$ cat config.mk
export PLATFORM = sky130hd
export DESIGN_NAME = dpa_arbiter
export DESIGN_NICKNAME = d
export VERILOG_FILES = /design/src/hdl/dpa_pkg.sv /design/src/hdl/dpa_timing_if.sv /design/src/hdl/dpa_arbiter.sv /design/src/hdl/dpa_timing_chain.sv
export SDC_FILE = /design/constraint.sdc
export NUM_CORES = 1
export LEC_CHECK = 0
export ABC_AREA = 0
export BUFFER_PORTS_ARGS = -buffer_cell sky130_fd_sc_hd__buf_2
export CAP_MARGIN = 10
export CELL_PAD_IN_SITES_DETAIL_PLACEMENT = 1
export CELL_PAD_IN_SITES_GLOBAL_PLACEMENT = 2
export CORE_MARGIN = 2
export CORE_UTILIZATION = 35
export DETAILED_ROUTE_END_ITERATION = 8
export PLACE_DENSITY_LB_ADDON = 0.1
export SETUP_SLACK_MARGIN = 0.3
export SYNTH_ARGS = -nofsm -noshare
export SYNTH_HDL_FRONTEND = slang
export SYNTH_SLANG_ARGS = --single-unit
$ cat constraint.sdc
create_clock -name core_clk_in -period 2.1 [get_ports core_clk_in]
set_input_delay 0.105 -clock core_clk_in [delete_from_list [all_inputs] [get_ports core_clk_in]]
set_output_delay 0.105 -clock core_clk_in [all_outputs]
set_load 0.01 [all_outputs]
$ cat src/hdl/dpa_pkg.sv
// constants and types shared by the dual-port cycle arbiter
package dpa_pkg;

  // ----------------------------------------------------------------
  // clock and time figures
  // ----------------------------------------------------------------
  localparam int CLK_PERIOD_NS       = 100;
  localparam int TAP_NS              = 25;
  localparam int SIXTH_TAP_NS        = 150;
  localparam int FOURTEENTH_TAP_NS   = 350;
  localparam int CYCLE_NS            = 660;
  localparam int REFRESH_DISABLE_US  = 30;

  // least times round up to whole clock cycles
  localparam int SIXTH_TAP_CYC       = (SIXTH_TAP_NS + CLK_PERIOD_NS - 1) / CLK_PERIOD_NS;
  localparam int FOURTEENTH_TAP_CYC  = (FOURTEENTH_TAP_NS + CLK_PERIOD_NS - 1) / CLK_PERIOD_NS;
  localparam int CYCLE_CYC           = (CYCLE_NS + CLK_PERIOD_NS - 1) / CLK_PERIOD_NS;
  localparam int REFRESH_DISABLE_CYC =
    (REFRESH_DISABLE_US * 1000 + CLK_PERIOD_NS - 1) / CLK_PERIOD_NS;

  // ----------------------------------------------------------------
  // widths and reset values
  // ----------------------------------------------------------------
  localparam int TAP_CNT_W           = 4;
  localparam int DIS_CNT_W           = 9;
  localparam int REFRESH_ADDR_W      = 6;
  localparam logic [TAP_CNT_W-1:0]      TAP_CNT_RST      = 4'h0;
  localparam logic [DIS_CNT_W-1:0]      DIS_CNT_RST      = 9'h000;
  localparam logic [REFRESH_ADDR_W-1:0] REFRESH_ADDR_RST = 6'h00;

  // ----------------------------------------------------------------
  // arbiter states
  // ----------------------------------------------------------------
  typedef enum logic [3:0] {
    DPA_IDLE    = 4'h1,
    DPA_REFRESH = 4'h2,
    DPA_PORT_A  = 4'h4,
    DPA_PORT_B  = 4'h8
  } dpa_state_t;

endpackage

$ cat src/hdl/dpa_timing_if.sv
// carrier between the arbiter and its timing chain
`timescale 1ns/10ps
interface dpa_timing_if;
  logic                          run;
  logic [dpa_pkg::TAP_CNT_W-1:0] tap_cnt;
  logic                          write_window;
  logic                          end_of_cycle_tap;
  logic                          last_stage_tap_n;
  logic                          done;

  modport ctl   (output run, input tap_cnt, write_window, end_of_cycle_tap,
                 last_stage_tap_n, done);
  modport chain (input run, output tap_cnt, write_window, end_of_cycle_tap,
                 last_stage_tap_n, done);
endinterface

$ cat src/hdl/dpa_arbiter.sv
// dual-port cycle arbiter with refresh timing and byte write control
`timescale 1ns/10ps

// Summary of operation
// RL1 - pending refresh beats any port memory cycle
// RL2 - at cycle start, refresh if pending, else ports and hogs decide
// RL3 - refresh raised internally unless external error correction mode
// RL4 - end of refresh starts 30 us disable; pending low meanwhile
// RL5 - pending returns after disable; refresh waits for idle cycle
// RL6 - refresh every 30 us even while a port hogs memory
// RL7 - memory cycle needs a port request plus both hog line states
// RL8 - a refresh or port cycle leaving idle starts the timing chain
// RL9 - chain held cleared while idle, ready for first step
// RL10 - chain steps one tap per time quantum
// RL11 - end-of-cycle tap closes every cycle at 660 ns and clears chain; the code closes each cycle after 7 clocks, 700 ns
// RL12 - no hogs: single requester granted; requests always yield an owner
// RL13 - no hogs, both requesting: port B wins, port A held off
// RL14 - only B hogs: B owns, A locked out
// RL15 - only A hogs: A owns, B locked out
// RL16 - both hogs cancel; requests alone decide, B wins ties
// RL17 - hogging without request owns with cycle inactive
// RL18 - high byte control line writes that byte in granted cycle
// RL19 - low byte control line reads that byte instead
// RL20 - ram strobes gated by write enable and sixth to fourteenth tap
// RL21 - right enable drives both right strobes, left both left strobes
// RL22 - each refresh advances 6-bit refresh row counter
// RL23 - requester holds address stable until acknowledge rises
// RL24 - acknowledge granted port once per finished memory cycle only
module dpa_arbiter (
  // clock and reset
  input  wire logic                                core_clk_in,
  input  wire logic                                rst_in,
  // port a request lines
  input  wire logic                                port_a_mem_request_n_in,
  input  wire logic                                port_a_hog_n_in,
  input  wire logic                                port_a_right_byte_write_in,
  input  wire logic                                port_a_left_byte_write_in,
  // port b request lines
  input  wire logic                                port_b_mem_request_n_in,
  input  wire logic                                port_b_hog_n_in,
  input  wire logic                                port_b_right_byte_write_in,
  input  wire logic                                port_b_left_byte_write_in,
  // mode strap
  input  wire logic                                ext_ecc_mode_in,
  // cycle in progress and acknowledge
  output logic                                     refresh_cycle_n_out,
  output logic                                     port_a_cycle_n_out,
  output logic                                     port_b_cycle_n_out,
  output logic                                     port_a_ack_n_out,
  output logic                                     port_b_ack_n_out,
  // refresh status
  output logic                                     refresh_pending_out,
  output logic [dpa_pkg::REFRESH_ADDR_W-1:0]       refresh_addr_out,
  // cycle timing
  output logic                                     cycle_idle_out,
  output logic                                     end_of_cycle_tap_out,
  // byte enables
  output logic                                     right_write_enable_out,
  output logic                                     left_write_enable_out,
  output logic                                     right_read_enable_out,
  output logic                                     left_read_enable_out,
  // ram write strobes
  output logic                                     right_ram_strobe_one_n_out,
  output logic                                     right_ram_strobe_two_n_out,
  output logic                                     left_ram_strobe_one_n_out,
  output logic                                     left_ram_strobe_two_n_out
);

  // ----------------------------------------------------------------
  // state record
  // ----------------------------------------------------------------
  typedef struct packed {
    dpa_pkg::dpa_state_t                 st;
    logic                                own_a;
    logic                                own_b;
    logic                                ack_a_n;
    logic                                ack_b_n;
    logic [dpa_pkg::REFRESH_ADDR_W-1:0]  ref_addr;
    logic [dpa_pkg::DIS_CNT_W-1:0]       dis_cnt;
    logic                                wr_r;
    logic                                wr_l;
    logic                                rd_r;
    logic                                rd_l;
    logic                                strobe_r_n;
    logic                                strobe_l_n;
  } dpa_arb_t;

  localparam logic [dpa_pkg::DIS_CNT_W-1:0] DIS_LOAD =
    dpa_pkg::DIS_CNT_W'(dpa_pkg::REFRESH_DISABLE_CYC);

  dpa_arb_t     s_q;
  dpa_arb_t     s_d;
  dpa_timing_if tmr ();

  // ----------------------------------------------------------------
  // timing chain
  // ----------------------------------------------------------------
  dpa_timing_chain u_chain (
    .core_clk_in (core_clk_in),
    .rst_in      (rst_in),
    .tmr         (tmr)
  );

  // ----------------------------------------------------------------
  // port priority decode
  // ----------------------------------------------------------------
  logic hog_a;
  logic hog_b;
  logic req_a;
  logic req_b;
  logic grant_a;
  logic grant_b;
  logic active_a;
  logic active_b;
  logic refresh_pending;
  logic cycle_idle;

  // active-high copies of the port lines
  assign hog_a = !port_a_hog_n_in;
  assign hog_b = !port_b_hog_n_in;
  assign req_a = !port_a_mem_request_n_in;
  assign req_b = !port_b_mem_request_n_in;

  // ownership from the two hog lines and the two request lines
  always_comb begin
    grant_a = 1'b0;
    grant_b = 1'b0;
    if (hog_b && !hog_a) begin
      grant_b = 1'b1;                             // see RL14
    end else if (hog_a && !hog_b) begin
      grant_a = 1'b1;                             // see RL15
    end else if (req_b) begin
      grant_b = 1'b1;                             // see RL13, see RL16
    end else if (req_a) begin
      grant_a = 1'b1;                             // see RL12, see RL16
    end
  end

  // the owner runs a cycle only while it also requests
  assign active_a = grant_a && req_a;             // see RL7, see RL17
  assign active_b = grant_b && req_b;             // see RL7, see RL17

  // ----------------------------------------------------------------
  // refresh request
  // ----------------------------------------------------------------
  // pending whenever the disable interval is over and refresh is internal
  assign refresh_pending = !ext_ecc_mode_in                           // see RL3
                           && (s_q.dis_cnt == dpa_pkg::DIS_CNT_RST);  // see RL4, see RL5
  assign cycle_idle      = (s_q.st == dpa_pkg::DPA_IDLE);

  // chain runs while any cycle is in progress
  assign tmr.run = !cycle_idle;                   // see RL8

  // ----------------------------------------------------------------
  // next state
  // ----------------------------------------------------------------
  always_comb begin
    s_d            = s_q;
    s_d.ack_a_n    = 1'b1;
    s_d.ack_b_n    = 1'b1;
    s_d.wr_r       = 1'b0;
    s_d.wr_l       = 1'b0;
    s_d.rd_r       = 1'b0;
    s_d.rd_l       = 1'b0;
    s_d.strobe_r_n = 1'b1;
    s_d.strobe_l_n = 1'b1;

    // disable interval counts down toward the next refresh
    if (s_q.dis_cnt != dpa_pkg::DIS_CNT_RST) begin
      s_d.dis_cnt = s_q.dis_cnt - 9'h001;         // see RL6
    end

    unique case (s_q.st)
      dpa_pkg::DPA_IDLE: begin
        // sample refresh first, then the port decode
        if (refresh_pending) begin
          s_d.st    = dpa_pkg::DPA_REFRESH;       // see RL1, see RL2
          s_d.own_a = 1'b0;
          s_d.own_b = 1'b0;
        end else begin
          s_d.own_a = grant_a;                    // see RL2, see RL17
          s_d.own_b = grant_b;
          if (active_b) begin
            s_d.st = dpa_pkg::DPA_PORT_B;
          end else if (active_a) begin
            s_d.st = dpa_pkg::DPA_PORT_A;
          end
        end
      end

      dpa_pkg::DPA_REFRESH: begin
        if (tmr.done) begin
          s_d.st       = dpa_pkg::DPA_IDLE;       // see RL11
          s_d.ref_addr = s_q.ref_addr + 6'h01;    // see RL22
          s_d.dis_cnt  = DIS_LOAD;                // see RL4
        end
      end

      dpa_pkg::DPA_PORT_A: begin
        s_d.wr_r       = port_a_right_byte_write_in;    // see RL18
        s_d.wr_l       = port_a_left_byte_write_in;     // see RL18
        s_d.rd_r       = !port_a_right_byte_write_in;   // see RL19
        s_d.rd_l       = !port_a_left_byte_write_in;    // see RL19
        s_d.strobe_r_n = !(port_a_right_byte_write_in && tmr.write_window); // see RL20
        s_d.strobe_l_n = !(port_a_left_byte_write_in && tmr.write_window);  // see RL20
        if (tmr.done) begin
          s_d.st      = dpa_pkg::DPA_IDLE;        // see RL11
          s_d.ack_a_n = 1'b0;                     // see RL24
          s_d.wr_r    = 1'b0;
          s_d.wr_l    = 1'b0;
          s_d.rd_r    = 1'b0;
          s_d.rd_l    = 1'b0;
        end
      end

      dpa_pkg::DPA_PORT_B: begin
        s_d.wr_r       = port_b_right_byte_write_in;    // see RL18
        s_d.wr_l       = port_b_left_byte_write_in;     // see RL18
        s_d.rd_r       = !port_b_right_byte_write_in;   // see RL19
        s_d.rd_l       = !port_b_left_byte_write_in;    // see RL19
        s_d.strobe_r_n = !(port_b_right_byte_write_in && tmr.write_window); // see RL20
        s_d.strobe_l_n = !(port_b_left_byte_write_in && tmr.write_window);  // see RL20
        if (tmr.done) begin
          s_d.st      = dpa_pkg::DPA_IDLE;        // see RL11
          s_d.ack_b_n = 1'b0;                     // see RL24
          s_d.wr_r    = 1'b0;
          s_d.wr_l    = 1'b0;
          s_d.rd_r    = 1'b0;
          s_d.rd_l    = 1'b0;
        end
      end
    endcase
  end

  // ----------------------------------------------------------------
  // state register
  // ----------------------------------------------------------------
  always_ff @(posedge core_clk_in or posedge rst_in) begin
    if (rst_in) begin
      s_q.st         <= dpa_pkg::DPA_IDLE;
      s_q.own_a      <= 1'b0;
      s_q.own_b      <= 1'b0;
      s_q.ack_a_n    <= 1'b1;
      s_q.ack_b_n    <= 1'b1;
      s_q.ref_addr   <= dpa_pkg::REFRESH_ADDR_RST;
      s_q.dis_cnt    <= dpa_pkg::DIS_CNT_RST;
      s_q.wr_r       <= 1'b0;
      s_q.wr_l       <= 1'b0;
      s_q.rd_r       <= 1'b0;
      s_q.rd_l       <= 1'b0;
      s_q.strobe_r_n <= 1'b1;
      s_q.strobe_l_n <= 1'b1;
    end else begin
      s_q <= s_d;
    end
  end

  // ----------------------------------------------------------------
  // outputs
  // ----------------------------------------------------------------
  // cycle in progress levels; owner shows even while its cycle is inactive
  assign refresh_cycle_n_out  = (s_q.st != dpa_pkg::DPA_REFRESH);
  assign port_a_cycle_n_out   = !s_q.own_a;       // see RL12, see RL13
  assign port_b_cycle_n_out   = !s_q.own_b;
  assign port_a_ack_n_out     = s_q.ack_a_n;
  assign port_b_ack_n_out     = s_q.ack_b_n;

  // refresh and timing status
  assign refresh_pending_out  = refresh_pending;
  assign refresh_addr_out     = s_q.ref_addr;
  assign cycle_idle_out       = cycle_idle;
  assign end_of_cycle_tap_out = tmr.end_of_cycle_tap;

  // byte read and write enables
  assign right_write_enable_out = s_q.wr_r;
  assign left_write_enable_out  = s_q.wr_l;
  assign right_read_enable_out  = s_q.rd_r;
  assign left_read_enable_out   = s_q.rd_l;

  // each enable drives both strobes of its byte lane
  assign right_ram_strobe_one_n_out = s_q.strobe_r_n;   // see RL21
  assign right_ram_strobe_two_n_out = s_q.strobe_r_n;   // see RL21
  assign left_ram_strobe_one_n_out  = s_q.strobe_l_n;   // see RL21
  assign left_ram_strobe_two_n_out  = s_q.strobe_l_n;   // see RL21

endmodule

$ cat src/hdl/dpa_timing_chain.sv
// stepped tap generator for one operating cycle
`timescale 1ns/10ps
module dpa_timing_chain (
  // clock and reset
  input  wire logic   core_clk_in,
  input  wire logic   rst_in,
  // arbiter side
  dpa_timing_if.chain tmr
);

  typedef struct packed {
    logic [dpa_pkg::TAP_CNT_W-1:0] cnt;
  } dpa_chain_t;

  localparam logic [dpa_pkg::TAP_CNT_W-1:0] LAST_TAP =
    dpa_pkg::TAP_CNT_W'(dpa_pkg::CYCLE_CYC - 1);
  localparam logic [dpa_pkg::TAP_CNT_W-1:0] SIXTH =
    dpa_pkg::TAP_CNT_W'(dpa_pkg::SIXTH_TAP_CYC);
  localparam logic [dpa_pkg::TAP_CNT_W-1:0] FOURTEENTH =
    dpa_pkg::TAP_CNT_W'(dpa_pkg::FOURTEENTH_TAP_CYC);

  dpa_chain_t s_q;
  dpa_chain_t s_d;

  // ----------------------------------------------------------------
  // chain advance
  // ----------------------------------------------------------------
  // held cleared while no cycle runs and after the last tap, one tap step per clock otherwise
  always_comb begin
    s_d = s_q;
    if (!tmr.run || tmr.done) begin
      s_d.cnt = dpa_pkg::TAP_CNT_RST;             // see RL9, see RL11
    end else begin
      s_d.cnt = s_q.cnt + 4'h1;                   // see RL10
    end
  end

  // state register
  always_ff @(posedge core_clk_in or posedge rst_in) begin
    if (rst_in) begin
      s_q.cnt <= dpa_pkg::TAP_CNT_RST;
    end else begin
      s_q <= s_d;
    end
  end

  // tap decode
  assign tmr.tap_cnt          = s_q.cnt;
  assign tmr.done             = tmr.run && (s_q.cnt == LAST_TAP);     // see RL11
  assign tmr.end_of_cycle_tap = tmr.run && (s_q.cnt != LAST_TAP);
  assign tmr.last_stage_tap_n = (s_q.cnt == dpa_pkg::TAP_CNT_RST);    // see RL9
  assign tmr.write_window     = tmr.run && (s_q.cnt >= SIXTH)
                                && (s_q.cnt < FOURTEENTH);            // see RL20

endmodule

==> results.toml, run 1 <==
[detailed_routing]
num_vias = 1309
final_wl_mm = 3.824
route.detailed.drc = 0
routed_vias_inst = 4.848
routedWlPerCell_um = 14.16
postRouteAntennaNets = 0
first_iter_violations = 17
drt_pre_antenna_iters = 4

[placement]
place_congestion = 0.7864
place_worst_setup_slack_ns = 0.2167
port_buffers = 32
detailed_place_hpwl_mm = 2.794

[cts]
cts.clk_slew.worst_paths_ns = 0.07
depth_of_the_cts_h_tree = 2
tritoncts_num_sinks = 33
cts_tree = "yes"
max-clock-path-buffers = 2
clk_root_buffer_cell = "clkbuf_8"
insertion_delay_ns = 0.29
number_of_buffers_created_by_cts = 5

[synth]
net_count_synth = 172
postSynthCellCount = 157
warning_count_from_the_yosys_run = 0
post_synth_instance_area_um2 = 1723
synth-seq-cells = 33
synth_area_leaders = "dfrtp_1, dfstp_2, nor2_1"
post-synth-top-area-fraction = 0.4067
avgSynthCellArea_um2 = 10.97
synth_top_area_cell = "dfrtp_1"
synth_cell_type_count = 52
yosysSeqAreaShare = 0.4829

[sta]
setup-violations-final = 0
skew_ns = 0.007522
worst_pin_slew_ns = 0.5527
timing.final.max_slew_violations = 0
rsz0062_at_grt = "yes"
setup_total_negative_slack_ns = 0
layout_worst_path_cycle_share = 0.8540
layout_setup_ws_ns = 0.3066
max-slew-margin-rel = 0.6282
period_minus_slack_ns = 1.793
max_freq_ghz = 0.5576
timing_hold_violations_final = 0

[power_and_ir_drop]
powerDensity_nw_per_um2 = 1302
maximum_vdd_ir_drop_uv = 459.1
cell_internal_pwr_uw = 1735
switching_power_uw = 1040
comb_power_share = 0.416
leakage_uw = 0.001029
power.share.clock = 0.178
p_sw_frac = 0.3749
pwr-share-seq = 0.406

[layout]
layout.filler_cells = 546
fraction_of_final_layout_cells_sized_beyond_drive_strength_1 = 0.4286
highest_count_cells_in_the_layout_ignoring_fill_and_taps = "buf_2, dfrtp_1, nor2_1, buf_4, inv_1"
areaGrowthSynthToFinish_pct = 23.67
finalNetCount = 217
antenna_cells_inserted = 0
most_common_cell_after_layout_fill_and_taps_aside = "buf_2"

[worst_setup_path]
start_kind = "flop"
crit_type = "reg -> reg"
crit_path_cell_trace = "inv_2 -> ha_4 -> or4b_4 -> buf_4 -> o211ai_1 -> xor2_1 -> o21ai_1"
cp.arrival_ns = 1.96
slowest_delay_ns = 0.48
critPathCaptureType = "flop"
critical_path.slowest_cell = "or4b_4"
cp_top_family = "simple AND/OR/NAND/NOR gates"
crit_path_max_fanout = 3
worstPathRequired_ns = 2.26
worst-path-buf-inv = 2

[floorplan]
placement_rows = 25
die_area_um2 = 5500
die_x_um = 74.16
floorplan.io_pins = 33
die_h_um = 74.16
core_region_area_um2 = 4723
starting_utilization_of_the_core_area = 0.3648

[status]
run_status = "finished clean"

[min_path]
hp-class = "in -> reg"

[job]
max-cap-violations = 0

[grt]
grt_first_pass_wirelength_mm = 6.555
total_congestion_overflow = 0
pin_count_of_the_biggest_net_entering_global_routing = 34
grt_antenna_before_repair = 0
gr-usage-all-layers = 0.1580
first_global_vias = 1379
-- registers in the layout, indices dropped and copies added (netlist names) --
register and count:
right_write_enable_out 1, port_b_ack_n_out 1, u_chain.tmr.tap_cnt 4, left_ram_strobe_one_n_out 1, left_write_enable_out 1, right_ram_strobe_one_n_out 1
port_a_ack_n_out 1, s_q 15, left_read_enable_out 1, refresh_addr_out 6, right_read_enable_out 1
-- kinds of logic (layout without fill, tap and decap cells) --
| kind of cell | count (synthesis) | after routing | share of synthesized area |
|---|---|---|---|
| DFF | 33 | 33 | 0.4829 |
| buffers and inverters | 23 | 69 | 0.08642 |
| AOI/OAI and AO/OA | 26 | 26 | 0.1162 |
| xor gates and xnor gates | 12 | 12 | 0.06971 |
| and+or+nand+nor | 57 | 57 | 0.2033 |
| adders and majority gates | 4 | 4 | 0.02905 |
| muxes | 2 | 2 | 0.01235 |
-- layer usage --
metal | routed length (µm) | track usage | vias to the layer above
met2 | 1954 | 0.2569 | 17
met5 | 0 | 0 | -
met4 | 59 | 0.06061 | 0
li1 | - | - | 631
met1 | 1701 | 0.2049 | 654
met3 | 109 | 0.03659 | 7
-- through the flow --
step                      std cells  total power [µW]  instance area (µm²)    util  hold slack, ns
final                           270              2775                 2131  0.4511         0.08627
after global routing            270              3018                 2131  0.4511         0.09985
after CTS                       266              2758                 2090  0.4424         0.08931
after detailed placement        248              2123                 1894  0.4011          0.2277
after global placement          248              2064                 1894  0.4011          0.2110
after floorplan                 157              1820                 1723       -          0.2064
-- worst register-to-register path, stage by stage, from the launching register on --
cell	delay, ns
dfrtp_1	0.40
inv_2	0.08
ha_4	0.13
or4b_4	0.48
buf_4	0.15
o211ai_1	0.18
xor2_1	0.18
o21ai_1	0.08
-- cell type report --
class,instances,area [µm²],share of cell area
flip-flops and latches,33,834.6,0.3917
multi-input cells,101,778.2,0.3652
repair buffers,50,297.8,0.1398
clock buffers,8,90.09,0.04228
well taps,67,83.83,0.03934
inverters,11,46.29,0.02173
-- synth_stat cells (all sizes together) --
library cell and n:
nor4b 2, mux2 1, o21a 1, nand4 2, ha 4, xnor2 8
and3 1, xor2 4, nor2b 2, buf 12, nand3 4, nand2b 1
a21oi 1, a211oi 2, dfstp 5, a22oi 2, inv 10, o211ai 2
a32o 1, nand3b 2, dfrtp 28, o21ai 5, o221ai 2, o2111ai 1
o31a 1, o22ai 2, or4 2, a211o 1, nor3 1, or4b 4
o31ai 4, or2 2, mux2i 1, nor2 19, nand2 9, clkinv 1
a21o 1, and2 2, nor4 3, nor3b 1
-- path summary, 6_finish.rpt --
path	end	depth (start not counted)	start	slack (ns)
max in group asynchronous	s_q[25]$_DFFE_PP1P_	4	rst_in	1.30
min in group asynchronous	u_chain.tmr.tap_cnt[3]$_DFF_PP0_	4	rst_in	0.46
worst min register to register	refresh_addr_out[5]$_DFFE_PP0P_	1	refresh_addr_out[5]$_DFFE_PP0P_	0.47
worst min-delay path	s_q[26]$_DFFE_PP0P_	2	ext_ecc_mode_in	0.09
worst max-delay path	s_q[11]$_DFF_PP0_	7	s_q[7]$_DFF_PP0_	0.31
worst max register to register	s_q[11]$_DFF_PP0_	7	s_q[7]$_DFF_PP0_	0.31
-- timing repair --
action | CTS | global route
endpoints found under the setup margin | 11 | 12
resized for setup | 9 | 4
endpoints found under the hold margin | 28 | 0
hold buffers | 1 | 0
pin swaps | 3 | 5
buffers inserted | 9 | 4
-- power groups by stage --
| stage | clock network [µW] | logic, µW | registers [µW] |
|---|---|---|---|
| floorplan | 0 | 731 | 1090 |
| global placement | 0 | 950 | 1110 |
| detailed placement | 0 | 990 | 1130 |
| CTS | 512 | 1130 | 1120 |
| global route | 543 | 1300 | 1170 |
| finish | 494 | 1160 | 1130 |
(Power assumes the default switching activity.)
==> run 2: changes to the inputs <==
- HOLD_SLACK_MARGIN: default -> 0.1
==> run 2 against run 1 <==
  * Non-clock buffer count rose by 3
  * Die area unchanged
  * Combinational power is essentially flat
  * Hold slack improved by 0.020 ns
  * Worst setup slack hardly changed
  * Sequential power barely moved
  * Fmax hardly changed
  * Global-route usage rose by 0.26 points
  * Routed wire length rose by 1.3%
  * Clock-buffer cell count stayed put
  * Critical path depth stayed put
  * Sequential cell count unchanged
  * Critical endpoint unchanged
==> results.toml, run 2 (synthesized netlist as in run 1, its figures left out) <==
[placement]
postPlaceCellArea_um2 = 1894
port_buffers = 32
place_congestion = 0.7864
place.detailed.instances = 248
detailed_place_hpwl_mm = 2.794

[worst_setup_path]
crit_path_end = "s_q[11]$_DFF_PP0_"
r2r_start = "s_q[7]$_DFF_PP0_"
slowest_delay_ns = 0.48
reg2reg_setup_slack_ns = 0.31
worstPathRequired_ns = 2.26
reg2reg_depth = 7
crit_path_max_fanout = 3
timing.critical_path.from = "s_q[7]$_DFF_PP0_"
destination_of_the_worst_register_to_register_timing_path = "s_q[11]$_DFF_PP0_"
start_kind = "flop"
worst-path-stages = 7
crit_type = "reg -> reg"
cp_top_family = "simple AND/OR/NAND/NOR gates"
critical_path.slowest_cell = "or4b_4"
crit_path_cell_trace = "inv_2 -> ha_4 -> or4b_4 -> buf_4 -> o211ai_1 -> xor2_1 -> o21ai_1"
cp.arrival_ns = 1.95
worst-path-buf-inv = 2
critPathCaptureType = "flop"

[grt]
gr-usage-all-layers = 0.1606
grt_first_pass_wirelength_mm = 6.665
first_global_vias = 1399
pin_count_of_the_biggest_net_entering_global_routing = 34
grt_antenna_before_repair = 0
total_congestion_overflow = 0

[cts]
cts.clk_slew.worst_paths_ns = 0.07
clk_root_buffer_cell = "clkbuf_8"
tritoncts_num_sinks = 33
depth_of_the_cts_h_tree = 2
max-clock-path-buffers = 2
cts_tree = "yes"
insertion_delay_ns = 0.29
number_of_buffers_created_by_cts = 5

[floorplan]
die_x_um = 74.16
die_h_um = 74.16
placement_rows = 25
starting_utilization_of_the_core_area = 0.3648
floorplan.io_pins = 33
core_region_area_um2 = 4723
die_area_um2 = 5500

[layout]
most_common_cell_after_layout_fill_and_taps_aside = "buf_2"
antenna_cells_inserted = 0
finalNetCount = 220
highest_count_cells_in_the_layout_ignoring_fill_and_taps = "buf_2, dfrtp_1, nor2_1, buf_4, inv_1"
registers.top_by_ff_count = "s_q"
post_layout_nonfiller_instances = 273
fraction_of_final_layout_cells_sized_beyond_drive_strength_1 = 0.4223
fin_area_um2 = 2161
areaGrowthSynthToFinish_pct = 25.42
max_ffs_per_register = 15
layout.filler_cells = 543

[detailed_routing]
route.detailed.drc = 0
postRouteAntennaNets = 0
met2RoutedLength_mm = 1.986
detailroute.wirelength.met3_um = 106
met1Wirelength_mm = 1.719
routedWlPerCell_um = 14.18
drt_pre_antenna_iters = 4
final_wl_mm = 3.872
num_vias = 1320
routed_vias_inst = 4.835
first_iter_violations = 18
top_layer = "met4"

[sta]
period_minus_slack_ns = 1.793
layout_worst_path_cycle_share = 0.8538
hold_ws_ns = 0.1067
max-slew-margin-rel = 0.6285
timing.final.max_slew_violations = 0
setup-violations-final = 0
max_freq_ghz = 0.5578
timing_hold_violations_final = 0
worst_pin_slew_ns = 0.5522
skew_ns = 0.007459
setup_total_negative_slack_ns = 0
rsz0062_at_grt = "yes"

[power_and_ir_drop]
total_power_uw = 2781
powerDensity_nw_per_um2 = 1287
maximum_vdd_ir_drop_uv = 459.4
leakage_uw = 0.001041

[status]
run_status = "finished clean"

[min_path]
whs_path_depth = 3
hp-class = "in -> reg"

[job]
max-cap-violations = 0
## run 2: changes by cell type in the layout (fill, tap and decap cells not counted)
| cell | delta |
|---|---|
| dlygate4sd3_1 | +3 |
## run 2: area by class of cell
| cell class | count | area (µm²) | share of cell area |
|---|---|---|---|
| Inverter | 11 | 46.29 | 0.02142 |
| Sequential cell | 33 | 834.6 | 0.3862 |
| Tap cell | 67 | 83.83 | 0.03880 |
| Timing Repair Buffer | 53 | 327.8 | 0.1517 |
| Multi-Input combinational cell | 101 | 778.2 | 0.3602 |
| Clock buffer | 8 | 90.09 | 0.04169 |
## run 2: how the worst min path moves through the flow
stage | start | slack, ns | end
floorplan | ext_ecc_mode_in | 0.21 | s_q[26]$_DFFE_PP0P_
global placement | rst_in | 0.21 | refresh_addr_out[5]$_DFFE_PP0P_
detailed placement | rst_in | 0.23 | refresh_addr_out[5]$_DFFE_PP0P_
CTS | port_b_right_byte_write_in | 0.11 | right_write_enable_out$_DFF_PP0_
global route | port_b_left_byte_write_in | 0.13 | left_write_enable_out$_DFF_PP0_
finish | port_b_right_byte_write_in | 0.11 | right_write_enable_out$_DFF_PP0_
## run 2: routing by layer
layer	vias to the layer above	global-route usage
met3	7	0.03659
li1	638	-
met1	658	0.2066
met2	17	0.2639
met4	0	0.06061
met5	-	0
## run 2: worst min-delay path, delay by kind of cell
kind	cells	cell delay, ns
and+or+nand+nor	1	0.08
AOI/OAI and AO/OA	1	0.07
buffers and inverters	1	0.09
## run 2: power by group
group / leakage, µW / switching [µW] / internal (µW)
Combinational: 0.000592 / 581 / 579
Sequential: 0.000404 / 235 / 892
Clock: 0.0000455 / 227 / 267
Total: 0.00104 / 1040 / 1740
## run 2: metrics by stage
stage                     setup slack, ns    util
after floorplan                    0.3162       -
after detailed placement           0.2167  0.4011
after CTS                          0.2559  0.4487
after global placement             0.2912  0.4011
after global routing               0.2203  0.4575
final                              0.3071  0.4575
## run 2: what timing repair did
| action | CTS | global route |
|---|---|---|
| pin swaps | 3 | 5 |
| hold endpoints to repair | 31 | 0 |
| gates cloned | 0 | 0 |
| setup buffers | 9 | 4 |
| endpoints found under the setup margin | 11 | 12 |
| hold buffers | 4 | 0 |
| resized for setup | 9 | 4 |
